### src/eid_pkg.sv
package eid_pkg;

  // ************************************************************
  // Channel population and register layout
  // ************************************************************

  // Number of external interrupt inputs that are implemented.
  localparam int unsigned EID_NUM_CH = 7;
  // Interrupt number, configuration register and nibble of each channel.
  localparam int unsigned EID_CH_NUM [EID_NUM_CH] = '{0, 1, 2, 4, 5, 7, 8};
  localparam int unsigned EID_CH_REG [EID_NUM_CH] = '{0, 0, 0, 1, 1, 1, 2};
  localparam int unsigned EID_CH_NIB [EID_NUM_CH] = '{0, 1, 2, 0, 1, 3, 0};
  // Each channel owns a nibble: mode in the low three bits, enable on top.
  localparam int unsigned EID_NIB_W = 4;
  localparam int unsigned EID_MODE_W = 3;
  localparam int unsigned EID_EN_POS = 3;
  localparam int unsigned EID_REG_W = 16;
  localparam int unsigned EID_NUM_CFG = 3;

  // Register byte addresses.
  localparam logic [31:0] EID_ADDR_CFG0 = 32'h4000_2420;
  localparam logic [31:0] EID_ADDR_CFG1 = 32'h4000_2424;
  localparam logic [31:0] EID_ADDR_CFG2 = 32'h4000_2428;
  localparam logic [31:0] EID_ADDR_CLR = 32'h4000_2430;
  localparam logic [31:0] EID_ADDR_STAT = 32'h4000_2434;
  localparam logic [31:0] EID_ADDR_ENA = 32'h4000_2438;

  // Writable bits of each register; reserved bits read as zero.
  localparam logic [15:0] EID_CFG_MASK [EID_NUM_CFG] = '{16'h0fff, 16'hf0ff, 16'h000f};
  localparam logic [15:0] EID_IRQ_MASK = 16'h01b7;
  localparam logic [15:0] EID_RESET_VAL = 16'h0000;

  // ************************************************************
  // Detection types and bus answers
  // ************************************************************

  typedef enum logic [2:0] {
    EID_MODE_RISE = 3'h0,
    EID_MODE_FALL = 3'h1,
    EID_MODE_BOTH = 3'h2,
    EID_MODE_HIGH = 3'h3,
    EID_MODE_LOW = 3'h4,
    EID_MODE_FALL_ALT = 3'h5,
    EID_MODE_BOTH_ALT = 3'h6,
    EID_MODE_HIGH_ALT = 3'h7
  } eid_mode_t;

  localparam logic [1:0] EID_RESP_OKAY = 2'h0;
  localparam logic [1:0] EID_RESP_SLVERR = 2'h2;

endpackage

### src/eid_external_interrupt_detect.sv
// Contract
// - Seven inputs, each independently enabled and typed.
// - Edge modes give a one-cycle request pulse.
// - Level modes hold request while level persists.
// - Always-on logic; enabled event raises wake.
// - Input path enable gates each pin.
// - Configuration and clear registers reset to zero.
// - Config 0 bit 11 enables interrupt 2.
// - Config 0 bits 10:8 type interrupt 2.
// - Codes 101,110,111 alias 001,010,011.
// - Config 0 bit 7 enables interrupt 1.
// - Registers at 0x420, 0x424, 0x428, 0x430.
// - Writing one clears flag; bit self-clears.
// - Interrupt 0 uses bit 3 and 2:0.
// - Interrupt 1 type in bits 6:4.
// - Interrupts 4,5,7 config 1; 8 config 2.
//
// Chosen here: the AXI4-Lite slave port.
`timescale 1ns/10ps
module eid_external_interrupt_detect #(
  parameter int unsigned N_CH = eid_pkg::EID_NUM_CH
) (
  // Clock and reset.
  input wire logic aclk,
  input wire logic aresetn,
  // AXI4-Lite write address and data.
  input wire logic [31:0] awaddr,
  input wire logic [2:0] awprot,
  input wire logic awvalid,
  output logic awready,
  input wire logic [31:0] wdata,
  input wire logic [3:0] wstrb,
  input wire logic wvalid,
  output logic wready,
  // AXI4-Lite write response.
  output logic [1:0] bresp,
  output logic bvalid,
  input wire logic bready,
  // AXI4-Lite read address and data.
  input wire logic [31:0] araddr,
  input wire logic [2:0] arprot,
  input wire logic arvalid,
  output logic arready,
  output logic [31:0] rdata,
  output logic [1:0] rresp,
  output logic rvalid,
  input wire logic rready,
  // External pins and their input path enables.
  input wire logic [eid_pkg::EID_NUM_CH-1:0] pin_in,
  input wire logic [eid_pkg::EID_NUM_CH-1:0] pin_input_path_enable,
  // Requests to the nested vectored irq ctrl, wake and summary interrupt.
  output logic [eid_pkg::EID_NUM_CH-1:0] irq_req,
  output logic wake_req,
  output logic irq
);
  import eid_pkg::*;

  // ************************************************************
  // Declarations
  // ************************************************************

  logic awready_reg, wready_reg, bvalid_reg, arready_reg, rvalid_reg;
  logic [1:0] bresp_reg, rresp_reg;
  logic [31:0] rdata_reg;
  logic aw_hold, w_hold, wr_fire;
  logic [31:0] aw_addr_reg;
  logic [31:0] w_data_reg;
  logic [3:0] w_strb_reg;
  logic [15:0] cfg_reg [EID_NUM_CFG];
  logic [15:0] clr_reg, ena_reg, status_reg;
  logic [15:0] evt_vec, rd_val;
  logic rd_hit, wr_hit;
  logic [N_CH-1:0] sync1_reg, sync2_reg, prev_reg, evt_ch, req_reg;
  logic wake_reg, irq_reg;

  // The channel tables in the package are fixed at seven entries.
  if (N_CH != EID_NUM_CH) begin : g_bad_ch
    $error("N_CH must equal the channel table size");
  end

  // Byte-lane merge restricted to the implemented bits.
  function automatic logic [15:0] eid_merge(input logic [15:0] old_v, input logic [31:0] new_v,
                                            input logic [3:0] strb, input logic [15:0] mask);
    logic [15:0] lanes;
    lanes = {{8{strb[1]}}, {8{strb[0]}}};
    return ((old_v & ~lanes) | (new_v[15:0] & lanes)) & mask;
  endfunction

  // ************************************************************
  // AXI4-Lite write path
  // ************************************************************

  // Address and data are captured independently; the write happens once both are held.
  assign wr_fire = aw_hold && w_hold && !bvalid_reg;

  // Write address channel; ready comes back only after the response is taken.
  always_ff @(posedge aclk) begin
    if (!aresetn) begin
      awready_reg <= 1'b0;
      aw_hold <= 1'b0;
      aw_addr_reg <= '0;
    end else if (awvalid && awready_reg) begin
      aw_addr_reg <= awaddr;
      aw_hold <= 1'b1;
      awready_reg <= 1'b0;
    end else begin
      if (wr_fire) begin
        aw_hold <= 1'b0;
      end
      awready_reg <= !aw_hold && !bvalid_reg;
    end
  end

  // Write data channel, same discipline as the address.
  always_ff @(posedge aclk) begin
    if (!aresetn) begin
      wready_reg <= 1'b0;
      w_hold <= 1'b0;
      w_data_reg <= '0;
      w_strb_reg <= '0;
    end else if (wvalid && wready_reg) begin
      w_data_reg <= wdata;
      w_strb_reg <= wstrb;
      w_hold <= 1'b1;
      wready_reg <= 1'b0;
    end else begin
      if (wr_fire) begin
        w_hold <= 1'b0;
      end
      wready_reg <= !w_hold && !bvalid_reg;
    end
  end

  // Status is read-only, so a write to it is answered but has no effect.
  always_comb begin
    case (aw_addr_reg)
      EID_ADDR_CFG0, EID_ADDR_CFG1, EID_ADDR_CFG2: wr_hit = 1'b1;
      EID_ADDR_CLR, EID_ADDR_STAT, EID_ADDR_ENA: wr_hit = 1'b1;
      default: wr_hit = 1'b0;
    endcase
  end

  // Write response; unmapped addresses get a slave error.
  always_ff @(posedge aclk) begin
    if (!aresetn) begin
      bvalid_reg <= 1'b0;
      bresp_reg <= EID_RESP_OKAY;
    end else if (wr_fire) begin
      bvalid_reg <= 1'b1;
      bresp_reg <= wr_hit ? EID_RESP_OKAY : EID_RESP_SLVERR;
    end else if (bready) begin
      bvalid_reg <= 1'b0;
    end
  end

  // ************************************************************
  // Registers
  // ************************************************************

  // Configuration registers; reserved bits are masked so they stay zero.
  always_ff @(posedge aclk) begin
    if (!aresetn) begin
      for (int k = 0; k < EID_NUM_CFG; k++) begin
        cfg_reg[k] <= EID_RESET_VAL;
      end
    end else if (wr_fire) begin
      if (aw_addr_reg == EID_ADDR_CFG0) begin
        cfg_reg[0] <= eid_merge(cfg_reg[0], w_data_reg, w_strb_reg, EID_CFG_MASK[0]);
      end
      if (aw_addr_reg == EID_ADDR_CFG1) begin
        cfg_reg[1] <= eid_merge(cfg_reg[1], w_data_reg, w_strb_reg, EID_CFG_MASK[1]);
      end
      if (aw_addr_reg == EID_ADDR_CFG2) begin
        cfg_reg[2] <= eid_merge(cfg_reg[2], w_data_reg, w_strb_reg, EID_CFG_MASK[2]);
      end
    end
  end

  // Clear register holds a written one for a single cycle, then returns to zero.
  always_ff @(posedge aclk) begin
    if (!aresetn) begin
      clr_reg <= EID_RESET_VAL;
    end else if (wr_fire && aw_addr_reg == EID_ADDR_CLR) begin
      clr_reg <= eid_merge(EID_RESET_VAL, w_data_reg, w_strb_reg, EID_IRQ_MASK);
    end else begin
      clr_reg <= EID_RESET_VAL;
    end
  end

  // Enable register gating the summary interrupt.
  always_ff @(posedge aclk) begin
    if (!aresetn) begin
      ena_reg <= EID_RESET_VAL;
    end else if (wr_fire && aw_addr_reg == EID_ADDR_ENA) begin
      ena_reg <= eid_merge(ena_reg, w_data_reg, w_strb_reg, EID_IRQ_MASK);
    end
  end

  // Sticky flags; a new event in the clearing cycle wins over the clear.
  always_ff @(posedge aclk) begin
    if (!aresetn) begin
      status_reg <= EID_RESET_VAL;
    end else begin
      status_reg <= ((status_reg & ~clr_reg) | evt_vec) & EID_IRQ_MASK;
    end
  end

  // ************************************************************
  // AXI4-Lite read path
  // ************************************************************

  // Read decode; the clear register reads back its self-clearing content.
  always_comb begin
    rd_hit = 1'b1;
    case (araddr)
      EID_ADDR_CFG0: rd_val = cfg_reg[0];
      EID_ADDR_CFG1: rd_val = cfg_reg[1];
      EID_ADDR_CFG2: rd_val = cfg_reg[2];
      EID_ADDR_CLR: rd_val = clr_reg;
      EID_ADDR_STAT: rd_val = status_reg;
      EID_ADDR_ENA: rd_val = ena_reg;
      default: begin
        rd_val = EID_RESET_VAL;
        rd_hit = 1'b0;
      end
    endcase
  end

  // One read at a time: address ready drops until the data is taken.
  always_ff @(posedge aclk) begin
    if (!aresetn) begin
      arready_reg <= 1'b0;
      rvalid_reg <= 1'b0;
      rdata_reg <= '0;
      rresp_reg <= EID_RESP_OKAY;
    end else if (arvalid && arready_reg) begin
      arready_reg <= 1'b0;
      rvalid_reg <= 1'b1;
      rdata_reg <= {16'h0000, rd_val};
      rresp_reg <= rd_hit ? EID_RESP_OKAY : EID_RESP_SLVERR;
    end else begin
      if (rready) begin
        rvalid_reg <= 1'b0;
      end
      arready_reg <= !rvalid_reg || rready;
    end
  end

  // ************************************************************
  // Input synchronisation and detection
  // ************************************************************

  // Pins are gated by their input path before the two-stage synchroniser.
  always_ff @(posedge aclk) begin
    if (!aresetn) begin
      sync1_reg <= '0;
      sync2_reg <= '0;
      prev_reg <= '0;
    end else begin
      sync1_reg <= pin_in & pin_input_path_enable;
      sync2_reg <= sync1_reg;
      prev_reg <= sync2_reg;
    end
  end

  // One detector per channel, each reading its own nibble.
  for (genvar i = 0; i < N_CH; i++) begin : g_ch
    localparam int unsigned BASE = EID_CH_NIB[i] * EID_NIB_W;
    logic en;
    logic rise, fall;
    eid_mode_t mode;

    assign en = cfg_reg[EID_CH_REG[i]][BASE + EID_EN_POS];
    assign mode = eid_mode_t'(cfg_reg[EID_CH_REG[i]][BASE +: EID_MODE_W]);
    assign rise = sync2_reg[i] && !prev_reg[i];
    assign fall = !sync2_reg[i] && prev_reg[i];

    // Mode decode; aliases share the branch of their base code.
    always_comb begin
      case (mode)
        EID_MODE_RISE: evt_ch[i] = en && rise;
        EID_MODE_FALL, EID_MODE_FALL_ALT: evt_ch[i] = en && fall;
        EID_MODE_BOTH, EID_MODE_BOTH_ALT: evt_ch[i] = en && (rise || fall);
        EID_MODE_HIGH, EID_MODE_HIGH_ALT: evt_ch[i] = en && sync2_reg[i];
        EID_MODE_LOW: evt_ch[i] = en && !sync2_reg[i];
        default: evt_ch[i] = 1'b0;
      endcase
    end

    // The event is judged in the same cycle as the enable, since a write may enable the channel next cycle.
    chk_disabled_no_req: assert property (@(posedge aclk) disable iff (!aresetn)
      !en |-> !evt_ch[i] ##1 !req_reg[i]) else $error("disabled channel requested");
    chk_rise_one_pulse: assert property (@(posedge aclk) disable iff (!aresetn)
      (en && mode == EID_MODE_RISE && rise) ##1 (en && mode == EID_MODE_RISE) |-> req_reg[i] ##1 !req_reg[i])
      else $error("rising edge did not give one pulse");
    chk_fall_alias: assert property (@(posedge aclk) disable iff (!aresetn)
      (en && mode == EID_MODE_FALL_ALT && $fell(sync2_reg[i])) |=> req_reg[i]) else $error("alias fall missed");
    chk_level_hold: assert property (@(posedge aclk) disable iff (!aresetn)
      (en && mode == EID_MODE_LOW) |=> (req_reg[i] == !$past(sync2_reg[i]))) else $error("low level not followed");
    chk_flag_set_wins: assert property (@(posedge aclk) disable iff (!aresetn)
      evt_ch[i] |=> status_reg[EID_CH_NUM[i]]) else $error("event lost against clear");
    chk_flag_cleared: assert property (@(posedge aclk) disable iff (!aresetn)
      (clr_reg[EID_CH_NUM[i]] && !evt_ch[i]) |=> !status_reg[EID_CH_NUM[i]]) else $error("flag not cleared");
    chk_sync_latency: assert property (@(posedge aclk) disable iff (!aresetn)
      (en && mode == EID_MODE_HIGH && pin_in[i] && pin_input_path_enable[i]) ##1 (en && mode == EID_MODE_HIGH)
      ##1 (en && mode == EID_MODE_HIGH) |=> req_reg[i]) else $error("high level not seen after sync");
  end

  // Scatter channel events onto their interrupt-number bit positions.
  always_comb begin
    evt_vec = EID_RESET_VAL;
    for (int k = 0; k < N_CH; k++) begin
      evt_vec[EID_CH_NUM[k]] = evt_ch[k];
    end
  end

  // ************************************************************
  // Outputs
  // ************************************************************

  // Requests, wake and summary interrupt are all registered; no clock gating so
  // detection keeps running while the rest of the device hibernates.
  always_ff @(posedge aclk) begin
    if (!aresetn) begin
      req_reg <= '0;
      wake_reg <= 1'b0;
      irq_reg <= 1'b0;
    end else begin
      req_reg <= evt_ch;
      wake_reg <= |evt_ch;
      irq_reg <= |(status_reg & ena_reg);
    end
  end

  chk_clear_self: assert property (@(posedge aclk) disable iff (!aresetn)
    (clr_reg != EID_RESET_VAL) |=> (clr_reg == EID_RESET_VAL)) else $error("clear bits stuck");
  // Judged at the first edge after release, so registers never reset yet are not looked at.
  chk_reset_zero: assert property (@(posedge aclk)
    (aresetn && !$past(aresetn)) |-> (cfg_reg[0] == EID_RESET_VAL && cfg_reg[1] == EID_RESET_VAL
    && cfg_reg[2] == EID_RESET_VAL && clr_reg == EID_RESET_VAL)) else $error("registers not zero after reset");
  chk_wake_follows: assert property (@(posedge aclk) disable iff (!aresetn)
    (|evt_ch) |=> wake_reg ##1 (wake_reg == $past(|evt_ch))) else $error("wake not raised");

  assign awready = awready_reg;
  assign wready = wready_reg;
  assign bvalid = bvalid_reg;
  assign bresp = bresp_reg;
  assign arready = arready_reg;
  assign rvalid = rvalid_reg;
  assign rdata = rdata_reg;
  assign rresp = rresp_reg;
  assign irq_req = req_reg;
  assign wake_req = wake_reg;
  assign irq = irq_reg;

endmodule // eid_external_interrupt_detect

### config.mk
export PLATFORM = sky130hd
export DESIGN_NAME = eid_external_interrupt_detect
export DESIGN_NICKNAME = d
export VERILOG_FILES = /design/src/eid_pkg.sv /design/src/eid_external_interrupt_detect.sv
export SDC_FILE = /design/constraint.sdc
export NUM_CORES = 1
export LEC_CHECK = 0
export CAP_MARGIN = 10
export CORE_UTILIZATION = 55
export DETAILED_ROUTE_END_ITERATION = 10
export DONT_BUFFER_PORTS = 1
export PLACE_DENSITY = 0.77
export SYNTH_ARGS = -nofsm -noshare
export SYNTH_HDL_FRONTEND = slang
export SYNTH_SLANG_ARGS = --single-unit
### constraint.sdc
create_clock -name aclk -period 5.8 [get_ports aclk]
set_clock_uncertainty 0.15 [all_clocks]
set_input_delay 0.29 -clock aclk [delete_from_list [all_inputs] [get_ports aclk]]
set_output_delay 0.29 -clock aclk [all_outputs]
set_load 0.01 [all_outputs]
==> flow_summary.json <==
{
  "p_switching_uw": 575,
  "routed_wl_mm": 16.6,
  "grt_max_degree": 83,
  "dpl_worst_slack_ps": 2950,
  "cts_num_sinks": 154,
  "worstPathCellList": "nor4b_1 -> nand4_1 -> or3_1 -> o41ai_1",
  "ys.flop_type": "dfxtp_1",
  "final-max-slew-violation-count": 0,
  "largest_reg_flops": 32,
  "endpoint_kind": "register",
  "vias": 5270,
  "root_buffer": "clkbuf_16",
  "grt_remaining_overflow": 0,
  "cap_violations": 0,
  "total_power_mw": 2.45,
  "num_rows": 39,
  "period_share_pct": 49.8,
  "die_height_um": 112,
  "place.gp.congestion": 0.831,
  "power_frac_comb_pct": 6.7,
  "first_pass_iters": 10,
  "hp-class": "input port to register",
  "postRouteAntennaNets": 0,
  "yosysTopAreaCellShare_pct": 37.9,
  "die-area_um2": 12600,
  "syn2layout_area_growth_pct": 19.3,
  "internal_power_mw": 1.87,
  "max_stage_delay_ps": 730,
  "status": "finished, violations left",
  "cts_buffer_depth": 2,
  "post_cts_resized": 0,
  "leakage_nw": 2.98,
  "crit_slowest_cell": "o41ai_1",
  "multi_input_area_um2": 2950,
  "path_class": "register to register",
  "clkTransAtPathRegs_ps": 60,
  "post-route-min-period_ps": 2890,
  "reg2reg_slack_ps": 2910,
  "dp.final_hpwl_mm": 10.6,
  "synth_seq_cells": 154,
  "cts_setup_buffers": 0,
  "top_level_ports": 177,
  "diodes": 0,
  "syn_avg_cell_area_um2": 9.32,
  "synth_edf_count": 28,
  "setup_viol": 0,
  "clock_power_share_pct": 46.0,
  "ys.warnings.count": 0,
  "antenna_found_initial": 0,
  "cts-hold-fix-buffers": 70,
  "violations": "design-rule violations",
  "rsz0062_at_grt": "no",
  "syn_inst": 715,
  "clk_latency_ps": 430,
  "path_max_fanout": 4,
  "cts.htree.levels": 4,
  "crit_arrival_ps": 2790,
  "die-width_um": 112,
  "async_flop_share_pct": 0,
  "drt_iter0_markers": 442,
  "relSlewSlack_pct": 29.1,
  "drive_gt1_share_pct": 8.29,
  "fillCellCount": 837,
  "ys_top_cells_by_area": "dfxtp_1 38%, edfxtp_1 13%, nand2_1 7.9%",
  "yosys.cell_types.count": 54,
  "io_buffers": 0,
  "coreArea_um2": 11600,
  "nets": 916,
  "vdd_ir_drop_max_mv": 0.196,
  "tightest_slew_ps": 1060,
  "hold_violations": 0,
  "switching_share_pct": 23.5,
  "worstPathRequired_ps": 5700,
  "initial_core_util_pct": 57.4,
  "fin_setup_tns_ps": 0,
  "seqPwrFrac_pct": 47.3,
  "yosys.area.top_type": "dfxtp_1",
  "wl_per_cell_um": 17.9,
  "route.detailed.drc": 12,
  "syn_area_um2": 6660,
  "setup_slack_ps": 2910,
  "track_usage_pct": 27.5,
  "grt_pass1_wl_mm": 26.5,
  "power.density_nw_per_um2": 308,
  "max_freq_ghz": 0.346,
  "cts_tree": "done",
  "post-synth-top-count-cell": "nand2_1",
  "cts_buffers": 17,
  "critPathTopFamily": "simple AND/OR/NAND/NOR gates",
  "startpoint_type": "register",
  "synth_commonest_cells": "140 x nand2_1, 126 x dfxtp_1, 83 x a21oi_1, 42 x nor2_1, 34 x inv_1",
  "viasPerCell": 5.69,
  "ys_seq_area_share_pct": 50.5,
  "timing.hold.ws_ps": 20.5,
  "grt_pass1_vias": 5318,
  "critical_path_buf_inv_count": 0,
  "seq_area_um2": 3360
}
layout by cell type, fill, tap and decap left out, types with 5 or more instances in the layout:
cell type	n
mux2_2	5
mux4_2	5
a22oi_1	6
a22o_1	7
and3_1	11
a21oi_1	83
nor4_1	8
conb_1	18
nand2_1	140
nor2_1	42
inv_1	33
mux2i_1	25
dlygate4sd3_1	70
nor2b_1	7
dfxtp_1	126
nand3_1	5
nand2b_1	25
ha_1	18
edfxtp_1	28
and2_1	13
o21ai_0	11
a21oi_2	5
clkbuf_16	19
final timing paths:
kind,startpoint,to,depth (start not counted)
max,aw_addr_reg[20],cfg_reg[0][33],4
min,aresetn,cfg_reg[0][34],1
max reg2reg,aw_addr_reg[20],cfg_reg[0][33],4
min reg2reg,sync1_reg[6],sync2_reg[6],1
worst register-to-register path, stage by stage, from the launching register on:
cell	delay, ps
dfxtp_1	310
nor4b_1	430
nand4_1	410
or3_1	490
o41ai_1	730
per-layer routing:
| layer | up-vias | part of all wire (%) | track usage, % |
|---|---|---|---|
| met5 | - | 0 | 0 |
| met4 | 0 | 2.6 | 12.2 |
| met3 | 41 | 7.2 | 7.56 |
| met2 | 236 | 50 | 49.1 |
| met1 | 2471 | 40 | 30.8 |
| li1 | 2522 | - | - |
cell families after synthesis:
group / count (synthesis) / share of synthesized area (%)
compound gates: 139 / 12.6
fa+ha+maj: 18 / 3.38
simple gates: 281 / 20.9
other cells: 1 / 0.0563
flops: 154 / 50.5
buf+inv: 87 / 6.27
mux: 35 / 6.29
cell type report:
class,instances,area share (%)
clock inverters,9,1.24
flip-flops and latches,154,42.3
inverters,34,1.61
clock buffers,23,6.42
multi-input cells,491,37.1
well taps,143,2.25
repair buffers,73,9.10
through the flow:
stage	cells	instance area, um^2	util, %
after floorplan	732	6730	-
after global placement	825	6640	57.2
after global routing	927	7950	68.4
final	927	7950	68.4
after CTS	927	7950	68.4
after detailed placement	825	6640	57.2
power by group through the flow:
stage	Clock [mW]	Combinational, mW	Sequential [mW]
final	1.13	0.164	1.16
after CTS	1.13	0.160	1.16
after global placement	0	0.114	1.18
after floorplan	0	0.114	1.17
after detailed placement	0	0.119	1.18
after global routing	1.18	0.180	1.16
Power figures use the tool's default switching activity.
